===== src/shared/spi_flag_defines.vh =====
/*
 * constants for the spi status-flag block: register indices, bit
 * positions, reset values and counts.
 * assumes a wishbone byte address whose bits [7:2] give the index.
 */
`ifndef SPI_FLAG_DEFINES_VH
`define SPI_FLAG_DEFINES_VH

`define IDX_CTRL      6'h00
`define IDX_STATUS    6'h03
`define IDX_DATA      6'h05
`define IDX_MATCH     6'h07
`define IDX_IRQ_MASK  6'h08
`define IDX_IRQ_EVENT 6'h09

`define ST_RXF        7
`define ST_MATCH      6
`define ST_TXE        5
`define ST_FAULT      4

`define CTRL_MASTER   4
`define CTRL_SELECT_OUTPUT_ENABLE     1
`define CTRL_FDEN     0

`define EV_RXF        0
`define EV_MATCH      1
`define EV_TXE        2
`define EV_FAULT      3

`define TXE_RESET     1'b1
`define FLAG_RESET    1'b0
`define BYTE_RESET    8'h00
`define EV_RESET      4'h0
`define BIT_FIRST     3'h0
`define BIT_LAST      3'h7
`define STAT_LOW_ZERO 4'h0

`endif


===== src/rtl/spi_status_flag_logic.v =====
/*
 * spi status flags with wishbone classic register slave, a sampled
 * serial link (mode 0, msb first) and a masked event interrupt.
 * assumes serial clock much slower than I_CLK (at least 4 cycles per
 * phase) and a peer that drives I_SCK, I_SS_N and I_MOSI.
 */
// Added by the designer: the Wishbone register port.
`timescale 1ns/1ns
`include "spi_flag_defines.vh"
module spi_status_flag_logic (
    input  wire        I_CLK,
    input  wire        I_SYS_RST,
    input  wire        I_WB_CYC,
    input  wire        I_WB_STB,
    input  wire        I_WB_WE,
    input  wire [7:0]  I_WB_ADR,
    input  wire [3:0]  I_WB_SEL,
    input  wire [31:0] I_WB_DAT,
    output reg  [31:0] O_WB_DAT,
    output reg         O_WB_ACK,
    input  wire        I_SCK,
    input  wire        I_SS_N,
    input  wire        I_MOSI,
    output wire        O_MISO,
    output reg         O_IRQ
);
    // ========================================
    // declarations
    wire [2:0] pins_sync;
    wire       sck_s;
    wire       ss_n_s;
    wire       mosi_s;
    reg        sck_prev_q;
    wire       sck_rise;
    wire       sck_fall;

    reg  [2:0] bit_cnt_q;
    reg  [7:0] rx_sh_q;
    reg  [7:0] tx_sh_q;
    wire       done;
    wire [7:0] rx_byte;
    wire       idle;

    reg  [7:0] ctrl_q;
    reg  [7:0] match_reg_q;
    reg  [7:0] rx_buf_q;
    reg  [3:0] ev_mask_q;
    reg  [3:0] ev_q;
    reg  [3:0] ev_set;

    reg        rx_full_q;
    reg        match_q;
    reg        fault_q;
    reg        rx_arm_q;
    reg        match_arm_q;
    reg        fault_arm_q;
    reg        match_chk_q;
    reg        tx_empty_prev_q;

    wire       tx_load;
    wire [7:0] tx_load_data;
    wire       tx_empty;

    wire       acc;
    wire       rd;
    wire       wr;
    wire [5:0] idx;
    wire       status_rd;
    wire       data_rd;
    wire       data_wr;
    wire       status_wr;
    wire       ctrl_wr;
    wire [7:0] status_val;
    wire       rx_set;
    wire       match_set;
    wire       fault_cond;
    wire       fault_set;
    wire       rx_clr;
    wire       fault_clr;
    wire       tx_set;
    reg  [31:0] rd_mux;

    // ========================================
    // link pin synchronisers
    pin_sync #(
        .W (3)
    ) u_sync (
        .i_clk   (I_CLK),
        .i_rst   (I_SYS_RST),
        .i_async ({I_MOSI, I_SS_N, ~I_SCK}),
        .o_sync  (pins_sync)
    );

    // sck held inverted so reset reads idle low
    assign sck_s    = ~pins_sync[0];
    assign ss_n_s   = pins_sync[1];
    assign mosi_s   = pins_sync[2];
    assign sck_rise = sck_s & ~sck_prev_q;
    assign sck_fall = ~sck_s & sck_prev_q;

    // ========================================
    // serial shifter
    assign rx_byte = {rx_sh_q[6:0], mosi_s};
    assign done    = sck_rise & ~ss_n_s & (bit_cnt_q == `BIT_LAST);
    assign idle    = ss_n_s & (bit_cnt_q == `BIT_FIRST);
    assign O_MISO  = tx_sh_q[7];

    always @(posedge I_CLK or posedge I_SYS_RST) begin
        if (I_SYS_RST) begin
            sck_prev_q <= 1'b0;
            bit_cnt_q  <= `BIT_FIRST;
            rx_sh_q    <= `BYTE_RESET;
            tx_sh_q    <= `BYTE_RESET;
        end else begin
            sck_prev_q <= sck_s;
            if (ss_n_s) begin
                bit_cnt_q <= `BIT_FIRST;
            end else if (sck_rise) begin
                bit_cnt_q <= bit_cnt_q + 3'h1;
                rx_sh_q   <= rx_byte;
            end
            if (tx_load) begin
                tx_sh_q <= tx_load_data;
            end else if (sck_fall & ~ss_n_s & (bit_cnt_q != `BIT_FIRST)) begin
                tx_sh_q <= {tx_sh_q[6:0], 1'b0};
            end
        end
    end

    // ========================================
    // transmit queue
    spi_tx_queue u_txq (
        .i_clk       (I_CLK),
        .i_rst       (I_SYS_RST),
        .i_status_rd (status_rd),
        .i_data_wr   (data_wr),
        .i_wr_data   (I_WB_DAT[7:0]),
        .i_idle      (idle),
        .i_done      (done),
        .o_load      (tx_load),
        .o_load_data (tx_load_data),
        .o_tx_empty  (tx_empty)
    );

    // ========================================
    // wishbone decode
    assign acc       = I_WB_CYC & I_WB_STB & ~O_WB_ACK;
    assign rd        = acc & ~I_WB_WE;
    assign wr        = acc & I_WB_WE & I_WB_SEL[0];
    assign idx       = I_WB_ADR[7:2];
    assign status_rd = rd & (idx == `IDX_STATUS);
    assign data_rd   = rd & (idx == `IDX_DATA);
    assign data_wr   = wr & (idx == `IDX_DATA);
    assign status_wr = wr & (idx == `IDX_STATUS);
    assign ctrl_wr   = wr & (idx == `IDX_CTRL);

    assign status_val = {rx_full_q, match_q, tx_empty, fault_q,
                         `STAT_LOW_ZERO};

    always @* begin
        rd_mux = 32'h0000_0000;
        case (idx)
            `IDX_CTRL:      rd_mux[7:0] = ctrl_q;
            `IDX_STATUS:    rd_mux[7:0] = status_val;
            `IDX_DATA:      rd_mux[7:0] = rx_buf_q;
            `IDX_MATCH:     rd_mux[7:0] = match_reg_q;
            `IDX_IRQ_MASK:  rd_mux[3:0] = ev_mask_q;
            `IDX_IRQ_EVENT: rd_mux[3:0] = ev_q;
            default:        rd_mux = 32'h0000_0000;
        endcase
    end

    always @(posedge I_CLK or posedge I_SYS_RST) begin
        if (I_SYS_RST) begin
            O_WB_ACK <= 1'b0;
            O_WB_DAT <= 32'h0000_0000;
        end else begin
            O_WB_ACK <= acc;
            if (rd) begin
                O_WB_DAT <= rd_mux;
            end
        end
    end

    // ========================================
    // software registers
    always @(posedge I_CLK or posedge I_SYS_RST) begin
        if (I_SYS_RST) begin
            ctrl_q      <= `BYTE_RESET;
            match_reg_q <= `BYTE_RESET;
            ev_mask_q   <= `EV_RESET;
        end else begin
            if (ctrl_wr) begin
                ctrl_q <= I_WB_DAT[7:0];
            end
            if (wr & (idx == `IDX_MATCH)) begin
                match_reg_q <= I_WB_DAT[7:0];
            end
            if (wr & (idx == `IDX_IRQ_MASK)) begin
                ev_mask_q <= I_WB_DAT[3:0];
            end
        end
    end

    // ========================================
    // flag set and clear conditions
    assign rx_clr     = data_rd & rx_arm_q;
    assign rx_set     = done & (~rx_full_q | rx_clr);
    assign match_set  = match_chk_q & (rx_buf_q == match_reg_q);
    assign fault_cond = ctrl_q[`CTRL_MASTER] & ctrl_q[`CTRL_FDEN]
                      & ~ctrl_q[`CTRL_SELECT_OUTPUT_ENABLE] & ~ss_n_s;
    assign fault_clr  = ctrl_wr & fault_arm_q;
    assign fault_set  = fault_cond & (~fault_q | fault_clr);
    assign tx_set     = tx_empty & ~tx_empty_prev_q;

    // ========================================
    // receive-full flag and receive buffer
    always @(posedge I_CLK or posedge I_SYS_RST) begin
        if (I_SYS_RST) begin
            rx_full_q   <= `FLAG_RESET;
            rx_arm_q    <= `FLAG_RESET;
            match_chk_q <= `FLAG_RESET;
            rx_buf_q    <= `BYTE_RESET;
        end else begin
            match_chk_q <= rx_set;
            if (rx_set) begin
                rx_buf_q <= rx_byte;
            end
            if (rx_set) begin
                rx_full_q <= 1'b1;
            end else if (rx_clr) begin
                rx_full_q <= 1'b0;
            end
            if (status_rd) begin
                rx_arm_q <= rx_full_q;
            end else if (data_rd) begin
                rx_arm_q <= 1'b0;
            end
        end
    end

    // ========================================
    // match flag, only write-one clear on status writes
    always @(posedge I_CLK or posedge I_SYS_RST) begin
        if (I_SYS_RST) begin
            match_q     <= `FLAG_RESET;
            match_arm_q <= `FLAG_RESET;
        end else begin
            if (match_set) begin
                match_q <= 1'b1;
            end else if (status_wr & match_arm_q & I_WB_DAT[`ST_MATCH]) begin
                match_q <= 1'b0;
            end
            if (status_rd) begin
                match_arm_q <= match_q;
            end else if (status_wr) begin
                match_arm_q <= 1'b0;
            end
        end
    end

    // ========================================
    // master fault flag
    always @(posedge I_CLK or posedge I_SYS_RST) begin
        if (I_SYS_RST) begin
            fault_q     <= `FLAG_RESET;
            fault_arm_q <= `FLAG_RESET;
        end else begin
            if (fault_set) begin
                fault_q <= 1'b1;
            end else if (fault_clr) begin
                fault_q <= 1'b0;
            end
            if (status_rd) begin
                fault_arm_q <= fault_q;
            end else if (ctrl_wr) begin
                fault_arm_q <= 1'b0;
            end
        end
    end

    // ========================================
    // transmit-empty history for the event edge
    always @(posedge I_CLK or posedge I_SYS_RST) begin
        if (I_SYS_RST) begin
            tx_empty_prev_q <= `TXE_RESET;
        end else begin
            tx_empty_prev_q <= tx_empty;
        end
    end

    // ========================================
    // interrupt events
    always @* begin
        ev_set            = `EV_RESET;
        ev_set[`EV_RXF]   = rx_set;
        ev_set[`EV_MATCH] = match_set;
        ev_set[`EV_TXE]   = tx_set;
        ev_set[`EV_FAULT] = fault_set;
    end

    always @(posedge I_CLK or posedge I_SYS_RST) begin
        if (I_SYS_RST) begin
            ev_q  <= `EV_RESET;
            O_IRQ <= 1'b0;
        end else begin
            if (wr & (idx == `IDX_IRQ_EVENT)) begin
                ev_q <= ev_set | (ev_q & ~I_WB_DAT[3:0]);
            end else begin
                ev_q <= ev_set | ev_q;
            end
            O_IRQ <= |(ev_q & ev_mask_q);
        end
    end
endmodule


===== src/rtl/pin_sync.v =====
/*
 * two-flop synchroniser, one chain per bit.
 * assumes inputs asynchronous to i_clk.
 */
`timescale 1ns/1ns
module pin_sync #(
    parameter W = 3
) (
    input  wire         i_clk,
    input  wire         i_rst,
    input  wire [W-1:0] i_async,
    output wire [W-1:0] o_sync
);
    // ========================================
    // per-bit chains
    genvar g;
    generate
        for (g = 0; g < W; g = g + 1) begin : chain
            reg meta_q;
            reg sync_q;
            always @(posedge i_clk or posedge i_rst) begin
                if (i_rst) begin
                    meta_q <= 1'b1;
                    sync_q <= 1'b1;
                end else begin
                    meta_q <= i_async[g];
                    sync_q <= meta_q;
                end
            end
            assign o_sync[g] = sync_q;
        end
    endgenerate
endmodule


===== src/rtl/spi_tx_queue.v =====
/*
 * transmit buffer, its empty flag and shifter load control.
 * assumes one-cycle strobes for status read and data write.
 */
`timescale 1ns/1ns
`include "spi_flag_defines.vh"
module spi_tx_queue (
    input  wire       i_clk,
    input  wire       i_rst,
    input  wire       i_status_rd,
    input  wire       i_data_wr,
    input  wire [7:0] i_wr_data,
    input  wire       i_idle,
    input  wire       i_done,
    output reg        o_load,
    output reg  [7:0] o_load_data,
    output reg        o_tx_empty
);
    reg       arm_q;
    reg       full_q;
    reg [7:0] buf_q;
    reg [7:0] last_q;
    wire      accept;
    wire      load_buf;
    wire      reload;

    // ========================================
    // write acceptance and load decisions
    assign accept   = i_data_wr & arm_q & o_tx_empty;
    assign load_buf = full_q & (i_idle | i_done);
    assign reload   = i_done & ~full_q;

    // ========================================
    // state
    always @(posedge i_clk or posedge i_rst) begin
        if (i_rst) begin
            arm_q       <= `FLAG_RESET;
            full_q      <= `FLAG_RESET;
            buf_q       <= `BYTE_RESET;
            last_q      <= `BYTE_RESET;
            o_load      <= `FLAG_RESET;
            o_load_data <= `BYTE_RESET;
            o_tx_empty  <= `TXE_RESET;
        end else begin
            if (i_status_rd) begin
                arm_q <= o_tx_empty;
            end else if (i_data_wr) begin
                arm_q <= 1'b0;
            end
            if (accept) begin
                full_q <= 1'b1;
                buf_q  <= i_wr_data;
            end else if (load_buf) begin
                full_q <= 1'b0;
            end
            if (load_buf) begin
                o_tx_empty <= 1'b1;
                last_q     <= buf_q;
            end else if (accept) begin
                o_tx_empty <= 1'b0;
            end
            o_load      <= load_buf | reload;
            o_load_data <= load_buf ? buf_q : last_q;
        end
    end
endmodule


===== config.mk =====
export PLATFORM = sky130hd
export DESIGN_NAME = spi_status_flag_logic
export DESIGN_NICKNAME = d
export VERILOG_FILES = /design/src/rtl/spi_status_flag_logic.v /design/src/rtl/pin_sync.v /design/src/rtl/spi_tx_queue.v
export VERILOG_INCLUDE_DIRS = /design/src /design/src/shared
export SDC_FILE = /design/constraint.sdc
export NUM_CORES = 1
export LEC_CHECK = 0
export BUFFER_PORTS_ARGS = -buffer_cell sky130_fd_sc_hd__buf_2
export CORE_ASPECT_RATIO = 0.5
export CORE_MARGIN = 2
export CORE_UTILIZATION = 30
export DETAILED_ROUTE_END_ITERATION = 10
export GPL_ROUTABILITY_DRIVEN = 1
export PLACE_DENSITY = 0.57
export SYNTH_ARGS = -nofsm -noshare
export SYNTH_HDL_FRONTEND = slang
export SYNTH_HIERARCHICAL = 1
export SYNTH_SLANG_ARGS = --single-unit

===== constraint.sdc =====
create_clock -name I_CLK -period 6.8 [get_ports I_CLK]
set_input_delay 1.7 -clock I_CLK [delete_from_list [all_inputs] [get_ports I_CLK]]
set_output_delay 1.7 -clock I_CLK [all_outputs]
set_load 0.01 [all_outputs]

== After elaboration in Yosys (flattened, before gate mapping) ==
Cells that the tools add are included.
Cells by class
  add/sub/neg operators: 1
  $mul: 0
  div/mod/pow operators: 0
  order comparisons: 0
  equality and inequality tests: 7
  shift-type cells: 0
  mux-type cells: 26
  bitwise gates (word level): 55
  reduce and logical (&&, ||, !) cells: 15
Operator list (count)
  AND 1 bit: 35
  two-way mux 8 bit: 3
  case mux 4 bit (5 select lines): 1
  nonzero test 2 bit: 10
  two-way mux 1 bit: 18
  case mux 4 bit (4 select lines): 1
  equality test 6 x 3 -> 1 bit, second input constant: 2
  equality test 6 x 4 -> 1 bit, second input constant: 2
  NOT 1 bit: 11
  AND 4 bit: 2
  equality test 8 bit: 1
  OR 4 bit: 2
  equality test 6 x 2 -> 1 bit, second input constant: 1
  zero test 6 bit: 1
  two-way mux 3 bit: 2
  two-way mux 4 bit: 1
  NOT 4 bit: 1
  OR 1 bit: 4
  OR reduction 4 bit: 1
  adder 3 x 1 -> 3 bit, second input constant: 1
  equality test 3 bit, second input constant: 1
  zero test 3 bit: 1
  nonzero test 3 bit: 1
  AND reduction 2 bit: 1
Word-level totals
  register bits after elaboration: 95
  bits in latches: 0
  memory bits (writable): 0
  ROM bits: 0
  bits of input ports: 52
  output and inout bits: 35
  word-level logic and storage cells: 136
  memories kept: 0

== Logic depth before layout (Yosys ltp) ==
Gate-level depths: netlist of run 1.
  depth in word-level cells: 10
  gate-level depth with buffers: 6
  gate-level depth less buffers: 6

== By module ==
The synthesis of run 1 kept the hierarchy.
By module, submodules not included
  spi_status_flag_logic: times used 1, cells each 288, area an instance 3348.2 um2, seq. area each 1727.9 um2
  spi_tx_queue: times used 1, cells each 47, area an instance 760.7 um2, seq. area each 501.7 um2
  pin_sync: times used 1, cells each 10, area an instance 183.9 um2, seq. area each 157.7 um2

== Least setup slack after synthesis of run 1 ==
OpenSTA, ideal clock, no wires.
  kind: input to register
  start: input port I_WB_ADR[7]
  end: register u_txq.buf_q[0]
  setup time: 0.125 ns
  arrival: 3.295 ns
  required time: 6.675 ns
  path slack: 3.380 ns
  stages: 5
  buffers on the path: 1
  cell sequence: or4b_1 > buf_2 > nor4_1 > nand3_2 > mux2_2
Between the ends
  word-level cells in the longest chain between the ends: 4
Ends and longest elaborated chain
  start: declaration: line spi_status_flag_logic.v:16  | input wire [7:0] I_WB_ADR,
  equality test 6 x 3 -> 1 bit
  AND 1 bit: line spi_status_flag_logic.v:153  | assign data_wr = wr & (idx == `IDX_DATA);
  net data_wr: line spi_status_flag_logic.v:70  | wire data_wr;
  AND 1 bit (2 in a row): line spi_tx_queue.v:29  | assign accept = i_data_wr & arm_q & o_tx_empty;
  end signal: assignment: line spi_tx_queue.v:39  | buf_q <= `BYTE_RESET;
  end signal: assignment: line spi_tx_queue.v:52  | buf_q <= i_wr_data;
  end: declaration: line spi_tx_queue.v:21  | reg [7:0] buf_q;
The timed path passes the listed nets, and every way through them passes these cells.
A chain may end at the register's enable or synchronous reset.

== Worst setup path after layout of run 1 ==
  start: input port I_WB_ADR[7]
  end: register u_txq.buf_q[1]
The elaborated chain is that of the path after synthesis.

==> key figures, run 1 <==
Run status
  – Status: complete, no violations

Setup path
  – FF-to-FF Start: O_WB_ACK
  – Arr. time, crit path: 3.70 ns
  – R2r endpoint: rx_buf_q[3]
  – CP peak stage delay: 0.68 ns
  – Worst R2R Path Depth: 4
  – Flop-to-flop setup slack: 4.46 ns
  – WP data required: 7.03 ns
  – Crit end category: flop
  – CP delay by family, top: simple AND/OR/NAND/NOR gates
  – Cell breakdown of the critical path: buf_2 > or4b_1 > nor4_1 > nand3_2 > mux2_2
  – Kind of critical path: primary input to flop
  – Worst path slowest cell: or4b_1
  – Crit-path max FO: 9
  – Buf/Inv on CP: 1
  – Crit path launch type: primary input

Floorplanning
  – Die width: 173 um
  – I/O pin cnt: 87
  – CORE AREA: 13,800 um2
  – Die Y: 88.6 um
  – Initial core utilization: 0.312
  – Row cnt: 30
  – Full die area: 15,300 um2

STA
  – Setup violators final: 0
  – FMAX: 288 MHz
  – Slew @ Worst Pin: 1.14 ns
  – Slew HR: 0.231
  – Max-slew violation count: 0
  – Fin crit share: 0.510
  – Final setup TNS: 0 ns
  – Minimum clock period: 3.47 ns
  – RSZ-0062 raised after global routing: false
  – Clk_skew: 0.0114 ns
  – Final Hold Fails: 0

Synthesis
  – Yosys reg bits: 95
  – Syn avg cell area: 12.4 um2
  – Synth Flop Type: dfrtp_1
  – Top cell type's share of synthesized area: 0.507
  – Ranking of synthesized cells by area: dfrtp_1 51%, mux2_2 13%, buf_4 4.9%
  – EDFF count, synth: 0
  – Area leader, netlist: dfrtp_1
  – Mapped Area: 4290 um2
  – Sequential-to-total area share from yosys stat: 0.556
  – Ys Warns: 6
  – Post-synth cell types: 49
  – Post-Syn Instances: 345
  – Async SR Flop Fraction: 1.00

Hold path
  – Hold path start: u_sync/chain[2].meta_q
  – Min-Delay Endpoint: u_sync/chain[2].sync_q
  – Hold Crit Depth: 0
  – Hold crit path type: flop to flop

Clock tree
  – CTS buffer count: 9
  – Gates resized, CTS repair: 0
  – Clock Sink Count: 95
  – TritonCTS clock tree: built
  – Hold buffers post-CTS: 0
  – Worst-path clk slew: 0.07 ns
  – CTS H-tree lvls: 3
  – Skew-Pair Late Insertion Delay: 0.35 ns
  – Post-CTS Setup Inserts: 0
  – Clk Tree Root Cell: clkbuf_16
  – CTS Buffer Depth: 2

Cells and area
  – # nets final: 437
  – Finished Layout Cells: 579
  – N_diodes: 0
  – Filler cell count: 1,359
  – Most frequent cells in the layout: 87 x dfrtp_1, 51 x mux2_2, 33 x buf_2, 27 x nand2_1, 24 x conb_1
  – Share of post-route cells with drive strength above 1: 0.326
  – Area growth syn-to-layout: 14.3%
  – Final Cell Area: 4910 um2
  – Commonest non-fill, non-tap cell in the layout: dfrtp_1

Route
  – # DRC: 0
  – Final WL: 8.40 mm
  – Drt first-iter violations: 190
  – DRT antenna net count: 0
  – Wire length per cell: 14.5 um
  – First-pass detailed-route iteration total: 5
  – Routed via count: 2,698
  – DR vias/cell: 4.66

Pwr
  – Power per Cell Area: 254 nW/um2
  – Leak: 2.27 nW
  – Maximum vdd drop: 0.000118 V
  – Tot Pwr: 0.00124 W

Placed design
  – Port bufs: 33
  – DP Area: 4580 um2
  – Cells after DPL: 563
  – Final GP Congestion: 0.771
  – Dpl hpwl: 6.03 mm

Global route
  – Number of global-route vias before repair: 2,634
  – Global-route wire length before repair: 13.9 mm
  – Initial antenna violation count: 0
  – Maximum number of pins on one net before global-route repair: 70
  – GRT Total Usage: 0.120
  – Total gr overflow: 0

Run
  – Number of max-cap violations: 0
## area by class of cell
cell class / count / area [um2] / area share
clock buffers: 10 / 229 / 0.0467
multi-input cells: 227 / 1720 / 0.350
clock inverters: 6 / 97.6 / 0.0199
well taps: 192 / 240 / 0.0490
repair buffers: 35 / 180 / 0.0367
flip-flops and latches: 95 / 2390 / 0.487
inverters: 14 / 52.6 / 0.0107
## worst max path at each step
stage | from | to | slack [ns] | depth (start not counted)
after detailed placement | I_WB_WE | rx_buf_q[3] | 3.00 | 5
after global routing | I_WB_ADR[7] | u_txq/buf_q[1] | 3.17 | 5
after floorplan | I_SYS_RST | O_IRQ | 3.36 | 1
after global placement | I_WB_WE | rx_buf_q[3] | 3.00 | 5
after CTS | I_WB_ADR[7] | u_txq/buf_q[2] | 3.33 | 5
final | I_WB_ADR[7] | u_txq/buf_q[1] | 3.33 | 5
## registers in the layout, indices dropped and copies added (netlist names), 3 cells and up
signal               cells
O_WB_DAT                 8
bit_cnt_q                3
ctrl_q                   8
ev_mask_q                4
ev_q                     4
match_reg_q              8
rx_buf_q                 8
rx_sh_q                  7
tx_sh_q                  8
u_sync/chain.meta_q      3
u_sync/chain.sync_q      3
u_txq/buf_q              8
u_txq/last_q             8
## logic make-up after synthesis
group,count (synthesis),share of synthesized area
adder cells (fa/ha/maj),3,0.00874
multiplexers,58,0.150
other,1,0.000874
flip-flops,95,0.556
buffers and inverters,46,0.0650
AND/OR/NAND/NOR,76,0.0985
AO/OA/AOI/OAI,56,0.100
XOR/XNOR,10,0.0204
## where the power goes
part           internal, W  switching, W
Combinational    0.0000338     0.0000485
Clock             0.000329      0.000219
Sequential        0.000595     0.0000193
## per-stage QoR
stage / hold slack [ns] / worst slack (ns) / utilization
2_1_floorplan: 0.345 / 3.36 / -
3_3_place_gp: 0.346 / 3.00 / 0.332
3_5_place_dp: 0.347 / 3.00 / 0.332
4_1_cts: 0.357 / 3.33 / 0.356
5_1_grt: 0.360 / 3.17 / 0.356
6_report: 0.356 / 3.33 / 0.356
## synthesized netlist by cell type (2+ instances only)
master     number
a21o_1          2
a21oi_1         3
a221oi_1        4
a222oi_1        4
a22o_1          5
a22oi_1        14
a31oi_1         4
buf_4          28
clkbuf_1        3
dfrtp_1        87
dfstp_2         8
ha_1            3
inv_1          14
mux2_2         51
mux2i_1         7
nand2_1        27
nand2b_1        4
nand3_1         3
nand4_1         2
nand4bb_1       2
nor2_1         15
nor3_1          3
nor3_2          2
nor4_1          2
nor4_2          3
o21ai_0        13
or2_2           2
xnor2_1         9
## metal layers
| layer | track usage | share of wire | vias up |
|---|---|---|---|
| met5 | 0 | 0 | - |
| met4 | 0.0470 | 0.020 | 0 |
| met3 | 0.0361 | 0.045 | 14 |
| met2 | 0.195 | 0.47 | 73 |
| met1 | 0.154 | 0.47 | 1351 |
| li1 | - | - | 1260 |
## worst reg2reg max path, stage by stage (launching register included)
cell       delay (ns)
dfrtp_1          0.39
nand4bb_1        0.68
o41ai_4          0.67
nand2_4          0.16
mux2_2           0.32
No activity file was read; power rests on OpenSTA's default activity.
==> run 2: changes to the inputs <==
==> constraint.sdc (replaced) <==
create_clock -name I_CLK -period 3.6 [get_ports I_CLK]
set_input_delay 0.9 -clock I_CLK [delete_from_list [all_inputs] [get_ports I_CLK]]
set_output_delay 0.9 -clock I_CLK [all_outputs]
set_load 0.01 [all_outputs]
==> key figures, run 2 (synthesis gave the netlist of run 1 again) <==
Run status
  – Status: complete, no violations

Global route
  – Total gr overflow: 0 (unchanged)
  – Maximum number of pins on one net before global-route repair: 38 (-46%)
  – Number of global-route vias before repair: 2,731 (+3.7%)
  – GRT Total Usage: 0.126 (+0.00640)
  – Global-route wire length before repair: 14.7 mm (+5.5%)
  – Initial antenna violation count: 0 (unchanged)

Floorplanning
  – Full die area: 15,300 um2 (unchanged)
  – I/O pin cnt: 87 (unchanged)
  – Die Y: 88.6 um (unchanged)
  – Initial core utilization: 0.312 (unchanged)
  – Die width: 173 um (unchanged)
  – CORE AREA: 13,800 um2 (unchanged)
  – Row cnt: 30 (unchanged)

Run
  – Number of max-cap violations: 0 (unchanged)

Cells and area
  – N_diodes: 0 (unchanged)
  – Commonest non-fill, non-tap cell in the layout: dfrtp_1
  – Share of post-route cells with drive strength above 1: 0.329 (+0.00347)
  – Filler cell count: 1,381 (+1.6%)
  – Most frequent cells in the layout: 87 x dfrtp_1, 51 x mux2_2, 33 x buf_2, 27 x nand2_1, 24 x conb_1
  – Final Cell Area: 4890 um2 (-0.33%)
  – Area growth syn-to-layout: 13.9%
  – # nets final: 439 (+0.46%)

Setup path
  – CP peak stage delay: 0.67 ns (about the same)
  – Crit path launch type: primary input
  – Crit end category: flop
  – CP delay by family, top: simple AND/OR/NAND/NOR gates
  – Arr. time, crit path: 2.87 ns (-0.83 ns)
  – Buf/Inv on CP: 1 (unchanged)
  – Kind of critical path: primary input to flop
  – Cell breakdown of the critical path: buf_2 > or4b_1 > nor4_1 > nand3_2 > mux2_2
  – WP data required: 3.83 ns (-3.20 ns)
  – Worst path slowest cell: or4b_1
  – Crit-path max FO: 9 (unchanged)
  – Flop-to-flop setup slack: 1.33 ns (-3.13 ns)

STA
  – Clk_skew: 0.00403 ns (-0.00738 ns)
  – Final Hold Fails: 0 (unchanged)
  – Fin crit share: 0.733
  – Setup violators final: 0 (unchanged)
  – WHS: 0.356 ns (-0.000297 ns)
  – Max-slew violation count: 0 (unchanged)
  – Final setup TNS: 0 ns (unchanged)
  – RSZ-0062 raised after global routing: false
  – Minimum clock period: 2.64 ns
  – Slew HR: 0.356 (+0.125)
  – Slew @ Worst Pin: 0.961 ns (-0.183 ns)
  – FMAX: 379 MHz

Pwr
  – Tot Pwr: 0.00222 W (+79%)
  – Power per Cell Area: 454 nW/um2 (+79%)
  – Maximum vdd drop: 0.000172 V (+45%)
  – Leak: 2.26 nW (-0.44%)

Placed design
  – DP Area: 4610 um2 (+0.60%)
  – Dpl hpwl: 6.34 mm (+5.1%)
  – Port bufs: 33 (unchanged)
  – Final GP Congestion: 0.764 (-0.82%)

Route
  – Final WL: 8.89 mm (+5.9%)
  – # DRC: 0 (unchanged)
  – Wire length per cell: 15.3 um (+5.5%)
  – DRT antenna net count: 0 (unchanged)
  – Drt first-iter violations: 116 (-39%)
  – Routed via count: 2,653 (-1.7%)
  – First-pass detailed-route iteration total: 4 (-1)
  – DR vias/cell: 4.57 (-2.0%)

Hold path
  – Hold crit path type: flop to flop

Clock tree
  – Skew-Pair Late Insertion Delay: 0.34 ns (about the same)
  – CTS H-tree lvls: 3 (unchanged)
  – Gates resized, CTS repair: 0 (unchanged)
  – Clock Sink Count: 95 (unchanged)
  – TritonCTS clock tree: built
  – Hold buffers post-CTS: 0 (unchanged)
  – Post-CTS Setup Inserts: 0 (unchanged)
  – CTS buffer count: 9 (unchanged)
  – CTS Buffer Depth: 2 (unchanged)
  – Clk Tree Root Cell: clkbuf_16
  – Worst-path clk slew: 0.07 ns (about the same)
run 2: cell count changes in the layout (fill, tap and decap cells not counted), sizes merged:
| cell | before | now |
|---|---|---|
| clkinv | 0 | 2 |
| clkinvlp | 0 | 1 |
| inv | 18 | 17 |
| bufinv | 2 | 0 |
| buf | 35 | 37 |
run 2: layer usage:
layer	share of wire	wire length (um)	global-route usage	vias to the layer above
li1	-	-	-	1261
met1	0.45	4010	0.157	1310
met2	0.47	4190	0.208	67
met3	0.052	463	0.0399	15
met4	0.025	226	0.0547	0
met5	0	0	0	-
run 2: path summary, 6_finish.rpt:
check / depth (start not counted) / startpoint / endpoint
setup / recovery: 5 / I_WB_ADR[7] / u_txq/buf_q[0]
hold / removal: 0 / u_sync/chain[1].meta_q / u_sync/chain[1].sync_q
setup reg to reg: 4 / u_sync/chain[1].sync_q / rx_buf_q[7]
hold reg to reg: 0 / u_sync/chain[1].meta_q / u_sync/chain[1].sync_q
max in group asynchronous: 3 / I_SYS_RST / rx_sh_q[1]
min in group asynchronous: 2 / I_SYS_RST / u_sync/chain[1].sync_q
run 2: power breakdown:
group | switching, W | internal (W)
Clock | 0.000422 | 0.000481
Sequential | 0.0000371 | 0.00112
Combinational | 0.0000922 | 0.0000657
run 2: stage by stage:
stage                     std cells  setup WS [ns]   util
after floorplan                 368          0.962      -
after global placement          565          0.607  0.334
after detailed placement        565          0.619  0.334
after CTS                       581          0.971  0.355
after global routing            581          0.752  0.355
final                           581          0.961  0.355
run 2: worst register-to-register path: stages (launching register included):
cell     delay [ns]
dfstp_2        0.42
nor3_2         0.55
and2_0         0.65
nand2_4        0.21
mux2_2         0.33
run 2: final cells by class:
type	instances	area (um2)	area share
Inverter	14	52.6	0.0107
Sequential cell	95	2390	0.488
Timing Repair Buffer	37	208	0.0425
Clock buffer	10	229	0.0468
Tap cell	192	240	0.0491
Multi-Input combinational cell	227	1720	0.352
Clock inverter	6	53.8	0.0110
==> run 3: changes to the inputs <==
==> constraint.sdc (replaced) <==
create_clock -name I_CLK -period 2.7 [get_ports I_CLK]
set_input_delay 0.675 -clock I_CLK [delete_from_list [all_inputs] [get_ports I_CLK]]
set_output_delay 0.675 -clock I_CLK [all_outputs]
set_load 0.01 [all_outputs]
==> key figures, run 3 (synthesis gave the netlist of run 1 again) <==
STA
  – Fin crit share: 0.821
  – Slew @ Worst Pin: 0.745 ns (-0.216 ns)
  – RSZ-0062 raised after global routing: false
  – Final setup TNS: 0 ns (unchanged)
  – Setup violators final: 0 (unchanged)
  – Clk_skew: 0.00827 ns (+0.00423 ns)
  – Slew HR: 0.503 (+0.147)
  – Minimum clock period: 2.22 ns
  – FMAX: 451 MHz
  – Final Hold Fails: 0 (unchanged)
  – Max-slew violation count: 0 (unchanged)

Route
  – DRT antenna net count: 0 (unchanged)
  – Routed via count: 2,733 (+3.0%)
  – DR WL met3: 324 um (-30%)
  – First-pass detailed-route iteration total: 5 (+1)
  – # DRC: 0 (unchanged)
  – Wire length per cell: 15.0 um (-1.8%)
  – Met2 wire length: 4.18 mm (-0.26%)
  – Wl on met1: 4.21 mm (+5.0%)
  – DR vias/cell: 4.63 (+1.4%)
  – Max Used Layer: met4
  – Final WL: 8.87 mm (-0.25%)
  – Drt first-iter violations: 194 (+67%)

Setup path
  – WP data required: 2.94 ns (-0.89 ns)
  – Crit end category: flop
  – Kind of critical path: flop to flop
  – Flop-to-flop setup slack: 0.48 ns (-0.85 ns)
  – Arr. time, crit path: 2.45 ns (-0.42 ns)
  – Crit-path max FO: 9 (unchanged)
  – Worst R2R Path Depth: 4 (unchanged)
  – Crit path launch type: flop

Cells and area
  – N_diodes: 0 (unchanged)
  – # nets final: 448 (+2.1%)
  – Most frequent cells in the layout: 87 x dfrtp_1, 51 x mux2_2, 33 x buf_2, 27 x nand2_1, 24 x conb_1
  – Final Cell Area: 4960 um2 (+1.5%)
  – Commonest non-fill, non-tap cell in the layout: dfrtp_1
  – Share of post-route cells with drive strength above 1: 0.347 (+0.0177)
  – Final Util: 0.360 (+0.00527)
  – Area growth syn-to-layout: 15.6%

Clock tree
  – Worst-path clk slew: 0.07 ns (about the same)
  – CTS H-tree lvls: 3 (unchanged)
  – Skew-Pair Late Insertion Delay: 0.35 ns (about the same)
  – Clock Sink Count: 95 (unchanged)
  – TritonCTS clock tree: built
  – CTS Buffer Depth: 2 (unchanged)
  – CTS buffer count: 9 (unchanged)
  – Hold buffers post-CTS: 0 (unchanged)
  – Post-CTS Setup Inserts: 0 (unchanged)
  – Gates resized, CTS repair: 0 (unchanged)
  – Clk Tree Root Cell: clkbuf_16

Placed design
  – Port bufs: 33 (unchanged)
  – DP Area: 4670 um2 (+1.5%)
  – Dpl hpwl: 6.34 mm (about the same)
  – Final GP Congestion: 0.774 (+1.3%)

Run status
  – Status: complete, no violations

Floorplanning
  – Initial core utilization: 0.312 (unchanged)
  – I/O pin cnt: 87 (unchanged)
  – CORE AREA: 13,800 um2 (unchanged)
  – Row cnt: 30 (unchanged)
  – Die Y: 88.6 um (unchanged)
  – Die width: 173 um (unchanged)
  – Full die area: 15,300 um2 (unchanged)

Global route
  – Total gr overflow: 0 (unchanged)
  – Global-route wire length before repair: 14.8 mm (+0.89%)
  – Initial antenna violation count: 0 (unchanged)
  – Maximum number of pins on one net before global-route repair: 31 (-18%)
  – GRT Total Usage: 0.127 (+0.000646)
  – Number of global-route vias before repair: 2,764 (+1.2%)

Hold path
  – Hold Crit Depth: 0 (unchanged)
  – Hold crit path type: flop to flop

Pwr
  – Power per Cell Area: 604 nW/um2 (+33%)
  – Maximum vdd drop: 0.000303 V (+76%)
  – Leak: 2.32 nW (+2.5%)

Run
  – Number of max-cap violations: 0 (unchanged)
-- run 3: cell count changes in the layout (fill, tap and decap cells not counted) --
| cell | change |
|---|---|
| inv_8 | +1 |
| buf_4 | +9 |
| clkinv_4 | -1 |
| clkinv_2 | +1 |
| inv_6 | +1 |
| clkinvlp_4 | -1 |
| clkbuf_1 | -1 |
-- run 3: power by group --
part           switching (W)  leakage [nW]  internal [W]
registers          0.0000491          1.26       0.00150
clock network       0.000586         0.145      0.000647
logic               0.000125         0.914     0.0000908
total               0.000761          2.32       0.00224
-- run 3: final timing paths --
path                                         from                endpoint
max                        u_sync/chain[1].sync_q             rx_buf_q[7]
min                        u_sync/chain[2].meta_q  u_sync/chain[2].sync_q
max reg2reg                u_sync/chain[1].sync_q             rx_buf_q[7]
min reg2reg                u_sync/chain[2].meta_q  u_sync/chain[2].sync_q
max in group asynchronous               I_SYS_RST              tx_sh_q[1]
min in group asynchronous               I_SYS_RST             O_WB_DAT[5]
-- run 3: area by class of cell --
cell class,instances,area [um2]
Clock buffer,9,225
Clock inverter,7,62.6
Fill cell,1353,8810
Inverter,14,52.6
Multi-Input combinational cell,227,1720
Sequential cell,95,2390
Tap cell,192,240
Timing Repair Buffer,46,275
-- run 3: critical path, stage by stage, from the launching register on --
cell     delay [ns]
dfstp_2        0.41
nor3_2         0.54
and2_0         0.62
nand2_4        0.20
mux2_2         0.33
-- run 3: per-layer routing --
layer / vias up / track usage
met2: 70 / 0.208
met4: 0 / 0.0555
met3: 13 / 0.0309
li1: 1282 / -
met5: - / 0
met1: 1368 / 0.163
-- run 3: through the flow --
step	std cells	power (W)	hold WS, ns	worst slack [ns]
after detailed placement	574	0.00180	0.347	0.209
after floorplan	368	0.00173	0.345	0.287
after global placement	574	0.00179	0.346	0.203
final	590	0.00300	0.356	0.484
after global routing	590	0.00314	0.363	0.306
after CTS	590	0.00304	0.358	0.433
